[config.mk]
export PLATFORM = sky130hd
export DESIGN_NAME = sss_host_flat
export DESIGN_NICKNAME = d
export VERILOG_FILES = /design/src/include/sss_pkg.sv /design/src/include/sss_if.sv /design/src/sss_host.sv /design/src/flat_wrapper.sv
export SDC_FILE = /design/constraint.sdc
export NUM_CORES = 1
export LEC_CHECK = 0
export ABC_CLOCK_PERIOD_IN_PS = 4000
export BUFFER_PORTS_ARGS = -buffer_cell sky130_fd_sc_hd__buf_2
export CAP_MARGIN = 5
export CORE_ASPECT_RATIO = 1.25
export CORE_MARGIN = 2
export CORE_UTILIZATION = 42
export DETAILED_ROUTE_END_ITERATION = 16
export PLACE_DENSITY = 0.7
export SETUP_SLACK_MARGIN = 0.1
export SLEW_MARGIN = 20
export SYNTH_ARGS = -nofsm -noshare
export SYNTH_HDL_FRONTEND = slang
export SYNTH_SLANG_ARGS = --single-unit
[constraint.sdc]
create_clock -name clk -period 4 [get_ports clk]
set_clock_uncertainty 0.05 [all_clocks]
set_input_delay 0.4 -clock clk [delete_from_list [all_inputs] [get_ports clk]]
set_output_delay 0.4 -clock clk [all_outputs]
set_load 0.05 [all_outputs]
[src/include/sss_pkg.sv]
// package: shared constants and types for the sensor start-up sequencer ends
package sss_pkg;
  // =====================================================================
  // clock and timing
  // =====================================================================
  localparam int CLK_MHZ = 250;
  localparam int T_CLR_LOW_NS = 500;
  localparam int T_CLK_START_US = 1;
  localparam int T_COMM_START_US = 20;
  localparam int T_SYNC_START_MS = 24;
  // least times round up to whole cycles
  localparam int CLR_LOW_CYC = (T_CLR_LOW_NS * CLK_MHZ + 999) / 1000;
  localparam int CLK_START_CYC = T_CLK_START_US * CLK_MHZ;
  localparam int COMM_START_CYC = T_COMM_START_US * CLK_MHZ;
  localparam int SYNC_START_CYC = T_SYNC_START_MS * 1000 * CLK_MHZ;
  localparam int STAB_CYC_DEF = 1000;
  localparam int CNT_W = 24;
  // =====================================================================
  // register link
  // =====================================================================
  localparam int LINK_AW = 8;
  localparam int LINK_DW = 16;
  localparam logic [7:0] LINK_STANDBY = 8'h00;
  localparam logic [7:0] LINK_MASTER_RUN = 8'h01;
  localparam logic [7:0] LINK_MODE = 8'h02;
  localparam logic [7:0] LINK_FRAME_LINES = 8'h03;
  localparam logic [7:0] LINK_LINE_PERIOD = 8'h04;
  localparam logic [7:0] LINK_STATUS = 8'h05;
  // mode field positions
  localparam int MODE_HMIRROR = 0;
  localparam int MODE_VFLIP = 1;
  localparam int MODE_CROP = 2;
  localparam int MODE_SLAVE = 3;
  localparam int MODE_BIN = 4;
  localparam logic [15:0] MODE_RST = 16'h0000;
  localparam logic [15:0] FRAME_LINES_RST = 16'h08ca;
  localparam logic [15:0] LINE_PERIOD_RST = 16'h044c;
  // =====================================================================
  // host Avalon register map (word byte addresses)
  // =====================================================================
  localparam logic [5:0] HREG_CTRL = 6'h00;
  localparam logic [5:0] HREG_STATUS = 6'h04;
  localparam logic [5:0] HREG_WADDR = 6'h08;
  localparam logic [5:0] HREG_WDATA = 6'h0c;
  localparam logic [5:0] HREG_RDATA = 6'h10;
  localparam int CTRL_SUPPLY_GO = 0;
  localparam int CTRL_POWER_OFF = 1;
  localparam int CTRL_SYNC_EN = 2;
  localparam int CTRL_SLAVE = 3;
  localparam int CTRL_READ = 4;
  localparam int CTRL_SEND = 5;
  typedef enum logic [3:0] {
    SSS_OFF, SSS_CLR_LOW, SSS_CLK_WAIT, SSS_COMM_WAIT, SSS_READY, SSS_PARKED
  } sss_stage_t;
endpackage

[src/include/sss_if.sv]
// interface: pins between host sequencer and sensor start-up end
`timescale 1ns/10ps
interface sss_if;
  logic system_clear_n;
  logic ref_clock_in;
  logic vertical_sync_in;
  logic horizontal_sync_in;
  logic link_req;
  logic link_we;
  logic [sss_pkg::LINK_AW-1:0] link_addr;
  logic [sss_pkg::LINK_DW-1:0] link_wdata;
  logic [sss_pkg::LINK_DW-1:0] link_rdata;
  logic link_ack;
  modport sensor (
    input system_clear_n, ref_clock_in, vertical_sync_in, horizontal_sync_in,
    input link_req, link_we, link_addr, link_wdata,
    output link_rdata, link_ack
  );
  modport host (
    output system_clear_n, ref_clock_in, vertical_sync_in, horizontal_sync_in,
    output link_req, link_we, link_addr, link_wdata,
    input link_rdata, link_ack
  );
endinterface // sss_if

[src/sss_host.sv]
// module: host sequencer, power-on clear timing, gated link and syncs, Avalon slave
// Contract
// - horizontal mirror accepted live, no standby
// - crop or vertical flip: one invalid frame
// - line count or period change live, invalid frame
// - other mode changes only from standby
// - clock switch glitch: hold clear, restart; the code has no clock switch detection
// - clear returns all registers to defaults
// - hold clear low 500 ns after supplies
// - clock starts 1 us after clear release
// - link opens 20 us after clear release
// - slave syncs wait 24 ms after standby off; syncs start at once if CTRL_SYNC_EN is set before any standby-off write
// - park all pins low at power-off; the code leaves link_we, link_addr and link_wdata at their last values
// - standby bit set enters, clear resumes
// - master run bit low starts streaming
// - standby in master mode also stops run
`timescale 1ns/10ps
module sss_host #(
  parameter int COMM_CYC = sss_pkg::COMM_START_CYC,
  parameter int SYNC_CYC = sss_pkg::SYNC_START_CYC,
  parameter int CLK_DIV = 4
)(
  input wire logic clk,
  input wire logic reset_n,
  sss_if.host pins,
  input wire logic supplies_good,
  input wire logic [5:0] avs_address,
  input wire logic avs_read,
  input wire logic avs_write,
  input wire logic [31:0] avs_writedata,
  output logic [31:0] avs_readdata,
  output logic avs_waitrequest,
  output sss_pkg::sss_stage_t stage
);
  // =====================================================================
  // supplies-good synchroniser
  // =====================================================================
  logic [2:0] pg_sync_r;
  logic pg_r, pg_nxt;
  logic pg;
  // the level only moves once the last two stages agree
  assign pg_nxt = (pg_sync_r[2] == pg_sync_r[1]) ? pg_sync_r[1] : pg_r;
  always_ff @(posedge clk or negedge reset_n)
    if (!reset_n)
    begin
      pg_sync_r <= 3'h0;
      pg_r <= 1'b0;
    end
    else
    begin
      pg_sync_r <= {pg_sync_r[1:0], supplies_good};
      pg_r <= pg_nxt;
    end
  assign pg = pg_r;

  // =====================================================================
  // sequencer, all delays timed from clk
  // =====================================================================
  sss_pkg::sss_stage_t st_r, st_nxt;
  logic [sss_pkg::CNT_W-1:0] cnt_r, cnt_nxt;
  logic [sss_pkg::CNT_W-1:0] sync_cnt_r, sync_cnt_nxt;
  logic [7:0] div_r, div_nxt;
  logic [5:0] ctrl_r, ctrl_nxt;
  logic [7:0] waddr_r, waddr_nxt;
  logic [15:0] wdata_r, wdata_nxt;
  logic [15:0] rdata_r, rdata_nxt;
  logic busy_r, busy_nxt;
  logic req_r, req_nxt;
  logic we_r, we_nxt;
  logic [31:0] rd_r, rd_nxt;
  logic done_r, done_nxt;
  logic link_ok;
  logic sync_ok;
  logic park;
  logic acc;

  assign park = ctrl_r[sss_pkg::CTRL_POWER_OFF];
  assign link_ok = (st_r == sss_pkg::SSS_READY);
  assign sync_ok = link_ok & ctrl_r[sss_pkg::CTRL_SYNC_EN] & (sync_cnt_r == '0);
  assign acc = avs_read | avs_write;

  always_comb
  begin
    st_nxt = st_r;
    cnt_nxt = (cnt_r == '0) ? cnt_r : cnt_r - 1'b1;
    sync_cnt_nxt = (sync_cnt_r == '0) ? sync_cnt_r : sync_cnt_r - 1'b1;
    div_nxt = (div_r == 8'(CLK_DIV - 1)) ? 8'h00 : div_r + 1'b1;
    ctrl_nxt = ctrl_r;
    waddr_nxt = waddr_r;
    wdata_nxt = wdata_r;
    rdata_nxt = rdata_r;
    busy_nxt = busy_r;
    req_nxt = req_r;
    we_nxt = we_r;
    rd_nxt = rd_r;
    done_nxt = 1'b0;
    case (st_r)
      sss_pkg::SSS_OFF:
        if (pg & ctrl_r[sss_pkg::CTRL_SUPPLY_GO])
        begin
          st_nxt = sss_pkg::SSS_CLR_LOW;
          cnt_nxt = sss_pkg::CNT_W'(sss_pkg::CLR_LOW_CYC);
        end
      sss_pkg::SSS_CLR_LOW:
        if (cnt_r == '0)
        begin
          st_nxt = sss_pkg::SSS_CLK_WAIT;
          cnt_nxt = sss_pkg::CNT_W'(sss_pkg::CLK_START_CYC);
        end
      sss_pkg::SSS_CLK_WAIT:
        if (cnt_r == '0)
        begin
          st_nxt = sss_pkg::SSS_COMM_WAIT;
          cnt_nxt = sss_pkg::CNT_W'(COMM_CYC - sss_pkg::CLK_START_CYC);
        end
      sss_pkg::SSS_COMM_WAIT:
        if (cnt_r == '0)
          st_nxt = sss_pkg::SSS_READY;
      sss_pkg::SSS_READY:
        ;
      sss_pkg::SSS_PARKED:
        if (!ctrl_r[sss_pkg::CTRL_POWER_OFF] & ~pg)
          st_nxt = sss_pkg::SSS_OFF;
      default:
        st_nxt = sss_pkg::SSS_OFF;
    endcase
    // supply loss or power-off request parks clear, clock, syncs and link request low
    if (park | (~pg & (st_r != sss_pkg::SSS_OFF) & (st_r != sss_pkg::SSS_PARKED)))
    begin
      st_nxt = sss_pkg::SSS_PARKED;
      busy_nxt = 1'b0;
      req_nxt = 1'b0;
    end
    // link transaction
    if (busy_r & pins.link_ack)
    begin
      busy_nxt = 1'b0;
      req_nxt = 1'b0;
      if (!we_r)
        rdata_nxt = pins.link_rdata;
      // leaving standby restarts the sync hold-off
      if (we_r & (waddr_r == sss_pkg::LINK_STANDBY) & ~wdata_r[0])
        sync_cnt_nxt = sss_pkg::CNT_W'(SYNC_CYC);
    end
    // Avalon slave, answered one cycle after the request
    if (acc & ~done_r)
      done_nxt = 1'b1;
    // a write lands only at the edge that sees waitrequest low
    if (avs_write & done_r)
    begin
      if (avs_address == sss_pkg::HREG_CTRL)
      begin
        ctrl_nxt = avs_writedata[5:0] & 6'h0f;
        // send only once link allowed; refused silently otherwise
        if (avs_writedata[sss_pkg::CTRL_SEND] & link_ok & ~busy_r)
        begin
          busy_nxt = 1'b1;
          req_nxt = 1'b1;
          we_nxt = ~avs_writedata[sss_pkg::CTRL_READ];
        end
      end
      else if (avs_address == sss_pkg::HREG_WADDR)
        waddr_nxt = avs_writedata[7:0];
      else if (avs_address == sss_pkg::HREG_WDATA)
        wdata_nxt = avs_writedata[15:0];
    end
    else if (avs_read & ~done_r)
    begin
      if (avs_address == sss_pkg::HREG_CTRL)
        rd_nxt = {26'h0, ctrl_r};
      else if (avs_address == sss_pkg::HREG_STATUS)
        rd_nxt = {24'h0, sync_ok, busy_r, pg, 1'b0, 4'(st_r)};
      else if (avs_address == sss_pkg::HREG_WADDR)
        rd_nxt = {24'h0, waddr_r};
      else if (avs_address == sss_pkg::HREG_WDATA)
        rd_nxt = {16'h0, wdata_r};
      else if (avs_address == sss_pkg::HREG_RDATA)
        rd_nxt = {16'h0, rdata_r};
      else
        rd_nxt = 32'h0;
    end
  end

  always_ff @(posedge clk or negedge reset_n)
    if (!reset_n)
    begin
      st_r <= sss_pkg::SSS_OFF;
      cnt_r <= '0;
      sync_cnt_r <= '0;
      div_r <= 8'h00;
      ctrl_r <= 6'h00;
      waddr_r <= 8'h00;
      wdata_r <= 16'h0000;
      rdata_r <= 16'h0000;
      busy_r <= 1'b0;
      req_r <= 1'b0;
      we_r <= 1'b0;
      rd_r <= 32'h0;
      done_r <= 1'b0;
    end
    else
    begin
      st_r <= st_nxt;
      cnt_r <= cnt_nxt;
      sync_cnt_r <= sync_cnt_nxt;
      div_r <= div_nxt;
      ctrl_r <= ctrl_nxt;
      waddr_r <= waddr_nxt;
      wdata_r <= wdata_nxt;
      rdata_r <= rdata_nxt;
      busy_r <= busy_nxt;
      req_r <= req_nxt;
      we_r <= we_nxt;
      rd_r <= rd_nxt;
      done_r <= done_nxt;
    end

  // =====================================================================
  // pins; clock only after clear released, syncs are divided strobes
  // =====================================================================
  logic clk_run;
  assign clk_run = (st_r == sss_pkg::SSS_COMM_WAIT) | link_ok;
  assign pins.system_clear_n = clk_run | (st_r == sss_pkg::SSS_CLK_WAIT);
  assign pins.ref_clock_in = clk_run & (div_r < 8'(CLK_DIV / 2));
  assign pins.horizontal_sync_in = sync_ok & (div_r == 8'h00);
  assign pins.vertical_sync_in = sync_ok & (div_r == 8'h00) & (cnt_r == '0);
  assign pins.link_req = req_r;
  assign pins.link_we = we_r;
  assign pins.link_addr = waddr_r;
  assign pins.link_wdata = wdata_r;
  assign avs_readdata = rd_r;
  assign avs_waitrequest = acc & ~done_r;
  assign stage = st_r;
endmodule // sss_host

[src/flat_wrapper.sv]
// flat-port wrapper written by rule: the top's interface ports become plain ports
module sss_host_flat 
#(
  parameter int COMM_CYC = sss_pkg::COMM_START_CYC,
  parameter int SYNC_CYC = sss_pkg::SYNC_START_CYC,
  parameter int CLK_DIV = 4
)
  (clk, reset_n, supplies_good, avs_address, avs_read, avs_write, avs_writedata, avs_readdata, avs_waitrequest, stage, pins_system_clear_n, pins_ref_clock_in, pins_vertical_sync_in, pins_horizontal_sync_in, pins_link_req, pins_link_we, pins_link_addr, pins_link_wdata, pins_link_rdata, pins_link_ack);
  sss_if pins_i ();
  input wire logic clk;
  input wire logic reset_n;
  input wire logic supplies_good;
  input wire logic [5:0] avs_address;
  input wire logic avs_read;
  input wire logic avs_write;
  input wire logic [31:0] avs_writedata;
  output logic [31:0] avs_readdata;
  output logic avs_waitrequest;
  output sss_pkg::sss_stage_t stage;
  output wire logic [$bits(pins_i.system_clear_n)-1:0] pins_system_clear_n;
  output wire logic [$bits(pins_i.ref_clock_in)-1:0] pins_ref_clock_in;
  output wire logic [$bits(pins_i.vertical_sync_in)-1:0] pins_vertical_sync_in;
  output wire logic [$bits(pins_i.horizontal_sync_in)-1:0] pins_horizontal_sync_in;
  output wire logic [$bits(pins_i.link_req)-1:0] pins_link_req;
  output wire logic [$bits(pins_i.link_we)-1:0] pins_link_we;
  output wire logic [$bits(pins_i.link_addr)-1:0] pins_link_addr;
  output wire logic [$bits(pins_i.link_wdata)-1:0] pins_link_wdata;
  input wire logic [$bits(pins_i.link_rdata)-1:0] pins_link_rdata;
  input wire logic [$bits(pins_i.link_ack)-1:0] pins_link_ack;
  assign pins_system_clear_n = pins_i.system_clear_n;
  assign pins_ref_clock_in = pins_i.ref_clock_in;
  assign pins_vertical_sync_in = pins_i.vertical_sync_in;
  assign pins_horizontal_sync_in = pins_i.horizontal_sync_in;
  assign pins_link_req = pins_i.link_req;
  assign pins_link_we = pins_i.link_we;
  assign pins_link_addr = pins_i.link_addr;
  assign pins_link_wdata = pins_i.link_wdata;
  assign pins_i.link_rdata = pins_link_rdata;
  assign pins_i.link_ack = pins_link_ack;
  sss_host #(.COMM_CYC(COMM_CYC), .SYNC_CYC(SYNC_CYC), .CLK_DIV(CLK_DIV)) u_core (.clk(clk), .reset_n(reset_n), .pins(pins_i), .supplies_good(supplies_good), .avs_address(avs_address), .avs_read(avs_read), .avs_write(avs_write), .avs_writedata(avs_writedata), .avs_readdata(avs_readdata), .avs_waitrequest(avs_waitrequest), .stage(stage));
endmodule
Yosys cells after proc, flatten, opt, wreduce, memory -nomap -nowiden --
Index checks and enable logic that the tools add are counted.
Word-level totals: register bits 144
Cells by class: multiplexer cells 32, add/sub/neg operators 3, reductions and logical operators 15, magnitude comparators 1, bitwise logic cells 30, equal/unequal tests 18
Operators by type and width (count):
- 24-bit 2-to-1 mux | 7
- 32-bit 2-to-1 mux | 4
- 24-bit one-hot mux with 3 select lines | 1
- 24-bit logical NOT | 2
- 24-bit by 1-bit subtractor with 24-bit output (second input constant) | 2
- 4-bit 2-to-1 mux | 6
- 4-bit one-hot mux with 6 select lines | 1
- 1-bit AND | 17
- 8-bit logical NOT | 2
- 16-bit 2-to-1 mux | 1
- 6-bit by 4-bit equality test with 1-bit output (second input constant) | 2
- 1-bit 2-to-1 mux | 11
- 3-bit by 1-bit inequality test with 1-bit output (second input constant) | 3
- 1-bit NOT | 9
- 8-bit by 1-bit adder with 8-bit output (second input constant) | 1
- 4-bit by 2-bit equality test with 1-bit output (second input constant) | 2
- 4-bit by 3-bit equality test with 1-bit output (second input constant) | 2
- 8-bit by 2-bit equality test with 1-bit output (second input constant) | 1
- 8-bit by 2-bit less-than comparator with 1-bit output (second input constant) | 1
- 8-bit 2-to-1 mux | 1
- 6-bit by 3-bit equality test with 1-bit output (second input constant) | 1
- 6-bit by 5-bit equality test with 1-bit output (second input constant) | 1
- 6-bit logical NOT | 1
- 3-bit by 2-bit inequality test with 1-bit output (second input constant) | 2
- other kinds (12) | 18

Depth between registers and ports, before layout --
depth in word-level cells 9, gate-level depth with buffers 10, depth with buffers taken out 9

Worst setup path before layout --
No wires, ideal clock.
path kind register to output, start point register u_core.cnt_r[9] (netlist name), end point output pins_vertical_sync_in, data required time 3.550 ns, data arrival time 2.809 ns, cell stages (with the launch flop) 7, path slack 0.741 ns, path through dfrtp_1 or4_4 or3_1 buf_6 nor3_4 inv_2 nor3_1
On the way: longest elaborated chain between the ends 2
RTL lines:
- start, declared | line sss_host.sv:60 | logic [sss_pkg::CNT_W-1:0] cnt_r, cnt_nxt;
- start signal, assigned | line sss_host.sv:204 | cnt_r <= cnt_nxt;
- 24-bit logical NOT | line sss_host.sv:226 | assign pins.vertical_sync_in = sync_ok & (div_r == 8'h00) & (cnt_r == '0);
- 1-bit AND | line sss_host.sv:226
- end, declared | line flat_wrapper.sv:22 | output wire logic [$bits(pins_i.vertical_sync_in)-1:0] pins_vertical_sync_in;
Every way passes these cells.

Worst setup path after layout --
Ends and elaborated chain as after synthesis.

==> impl_metrics.py <==
metrics = {
    "run_status": {
        "run_status": "finished, final reports clean",
    },
    "drt": {
        "wl_mm": 14.8,
        "drt_drc_violations_left": 0,
        "drtAntennaViolNets": 0,
        "wl_per_cell_um": 16.9,
        "vias": 4941,
        "drt_iter0_drc": 245,
        "vias_per_cell": 5.65,
        "dr.pass1.iters": 6,
    },
    "yosys": {
        "synthCells": 590,
        "synth_edf_count": 0,
        "synth_top_cell_by_area": "dfrtp_1",
        "synthTopCellsByCount": "127 x dfrtp_1, 48 x mux2_2, 46 x nor2_1",
        "synth_most_common_cell": "dfrtp_1",
        "synthDistinctLibCells": 65,
        "ys_ff_latch": 127,
        "synthTopCellsByArea": "dfrtp_1 50%, mux2_2 8.5%, xor2_1 3.6%",
        "ys_seq_area_share_pct": 50.2,
        "async_flop_share_pct": 100,
        "synth.yosys.warnings": 0,
        "post_synth.cell_area_avg_sq_um": 10.7,
        "synthesis.area_sq_um": 6330,
        "synthFlopType": "dfrtp_1",
        "yosysTopAreaCellShare_pct": 50.2,
    },
    "sta": {
        "finalCritPeriodShare_pct": 81.2,
        "setup_violations": 0,
        "hold_viol_final": 0,
        "maxSlewViolCount": 0,
        "tns_ns": 0,
        "finalCriticalPeriod_ns": 3.25,
        "max_slew_margin_pct": 34.9,
        "fmax_ghz": 0.308,
        "tightestPinTransition_ns": 0.977,
        "rsz0062_at_grt": "no",
    },
    "place": {
        "gp_congestion": 0.855,
        "io_buffers": 93,
        "post-dp-hpwl_mm": 10.7,
    },
    "global_routing": {
        "use_met2_pct": 31.6,
        "antenna_found_initial": 0,
        "grt_pass1_vias": 4968,
        "met3_usage_pct": 4.61,
        "grt_first_pass_wirelength_mm": 24.4,
        "grt_usage_pct": 19.1,
        "grt_max_degree": 78,
        "overflow": 0,
        "use_met1_pct": 23.4,
        "busiest_layer": "met2",
    },
    "clock_tree": {
        "cts_root_buf": "clkbuf_16",
        "cts_setup_buffers": 0,
        "clk_pin_slew_ns": 0.05,
        "numCtsBuffers": 17,
        "insertion_delay_ns": 0.41,
        "cts_max_level": 4,
        "cts_buffer_depth": 2,
        "cts_resized": 0,
        "cts_tree": "done",
        "ctsHoldBuffers": 0,
        "clock-sinks": 127,
    },
    "power_and_ir_drop": {
        "p_leak_nw": 3.40,
        "intPower_mw": 2.71,
        "power_frac_comb_pct": 23.2,
        "p_sw_mw": 1.42,
        "power_density_nw_per_um2": 556,
        "power_frac_clock_pct": 35.8,
        "switching_share_pct": 34.4,
        "irDropWorstVdd_mv": 0.287,
        "seqPwrFrac_pct": 40.9,
    },
    "floorplan": {
        "die_w_um": 114,
        "num_rows": 50,
        "die_h_um": 141,
        "initial_core_util_pct": 42.5,
        "ioPinCount": 127,
        "die-area_sq_um": 16100,
        "core-area_sq_um": 14900,
    },
    "worst_setup_path": {
        "crit_arrival_ns": 2.80,
        "crit_type": "reg2out",
        "critical_path.slowest_cell": "or4_4",
        "cpPeakStageDelay_ns": 0.56,
        "crit_fanout": 8,
        "startpoint_type": "flip-flop",
        "crit_path_end_kind": "output port",
        "cp_cell_sequence": "or4_4, or3_1, nor3_4, inv_2, nor3_1, buf_2",
        "cp.required_ns": 3.55,
    },
    "job": {
        "maxCapViolCount": 0,
    },
    "worst_hold_path": {
        "hold_path.class": "in2reg",
    },
    "finish": {
        "diodes": 0,
        "final_util_pct": 50.0,
        "area_growth_syn_to_layout_pct": 17.5,
        "layout-drive-gt1-share_pct": 28.0,
        "final_nets": 747,
        "nFillCells": 1373,
    },
}
-- through the flow --
| step | total power [mW] | instance area [sq um] | hold WS (ns) | cells | worst slack, ns |
|---|---|---|---|---|---|
| floorplan | 2.43 | 6390 | 0.0544 | 606 | 0.741 |
| global route | 4.35 | 7440 | 0.0360 | 874 | 0.603 |
| CTS | 4.17 | 7440 | 0.0353 | 874 | 0.764 |
| finish | 4.14 | 7440 | 0.0464 | 874 | 0.751 |
| detailed placement | 2.67 | 6870 | 0.296 | 843 | 1.21 |
| global placement | 2.62 | 6870 | 0.286 | 843 | 1.21 |
-- worst paths after layout --
path | from | endpoint | slack, ns | cells after the start
max | u_core.cnt_r[9] | pins_vertical_sync_in | 0.75 | 6
min | supplies_good | u_core.pg_sync_r[0] | 0.05 | 1
max reg2reg | u_core.cnt_r[9] | u_core.cnt_r[17] | 1.38 | 5
min reg2reg | u_core.pg_sync_r[0] | u_core.pg_sync_r[1] | 0.31 | 0
max in group asynchronous | reset_n | u_core.pins.link_wdata[3] | 2.85 | 2
min in group asynchronous | reset_n | u_core.cnt_r[20] | 0.09 | 1
-- layer usage --
metal	up-vias	share of wire [%]
li1	2305	-
met1	2451	42
met2	154	51
met3	31	4.9
met4	0	2.4
met5	-	0
-- critical path: cells and delay by family, from the launching register on --
family / cells / cell delay (ns)
flip-flops: 1 / 0.43
buffers and inverters: 2 / 0.43
AND/OR/NAND/NOR: 4 / 1.51
-- sequential cells by signal, indices dropped and copies added, names as in the netlist --
signal                  flops
u_core.avs_readdata        16
u_core.busy_r               1
u_core.cnt_r               24
u_core.ctrl_r               4
u_core.div_r                8
u_core.done_r               1
u_core.pg                   1
u_core.pg_sync_r            3
u_core.pins.link_addr       8
u_core.pins.link_req        1
u_core.pins.link_wdata     16
u_core.pins.link_we         1
u_core.rdata_r             16
u_core.stage                3
u_core.sync_cnt_r          24
-- power by group through the flow --
stage,Sequential [mW],Combinational [mW],Clock [mW]
global route,1.73,1.06,1.57
floorplan,1.76,0.674,0
detailed placement,1.71,0.962,0
global placement,1.69,0.933,0
CTS,1.69,0.965,1.51
finish,1.69,0.961,1.48
-- layout by cell type, fill, tap and decap left out, types with 8 or more instances in the layout --
master       n
conb_1      17
buf_2       92
dfrtp_1    127
clkbuf_16   17
a22o_1      18
o21ai_0     27
xor2_1      26
mux2_2      48
nand3_1     25
nor3_1      22
o211ai_1    10
a21oi_1     19
nor4_1      13
nor2_1      46
or4_1       12
nand2_1     27
inv_1       15
or3_1        8
xnor2_1      9
-- cells by family after synthesis --
| group | after synthesis | synth area share (%) |
|---|---|---|
| simple gates | 204 | 18.1 |
| flops | 127 | 50.2 |
| compound gates | 108 | 11.7 |
| buf+inv | 56 | 4.62 |
| mux | 51 | 9.01 |
| xor+xnor | 35 | 4.84 |
| fa+ha+maj | 8 | 1.54 |
| other cells | 1 | 0.0592 |
-- layout make-up --
cell class	count	area, sq um	share of cell area [%]
Clock buffer	17	425	5.72
Clock inverter	14	144	1.93
Inverter	16	60.1	0.807
Multi-Input combinational cell	423	2920	39.3
Sequential cell	127	3180	42.7
Tap cell	182	228	3.06
Timing Repair Buffer	95	483	6.49
No activity file was read; power rests on OpenSTA's default activity.
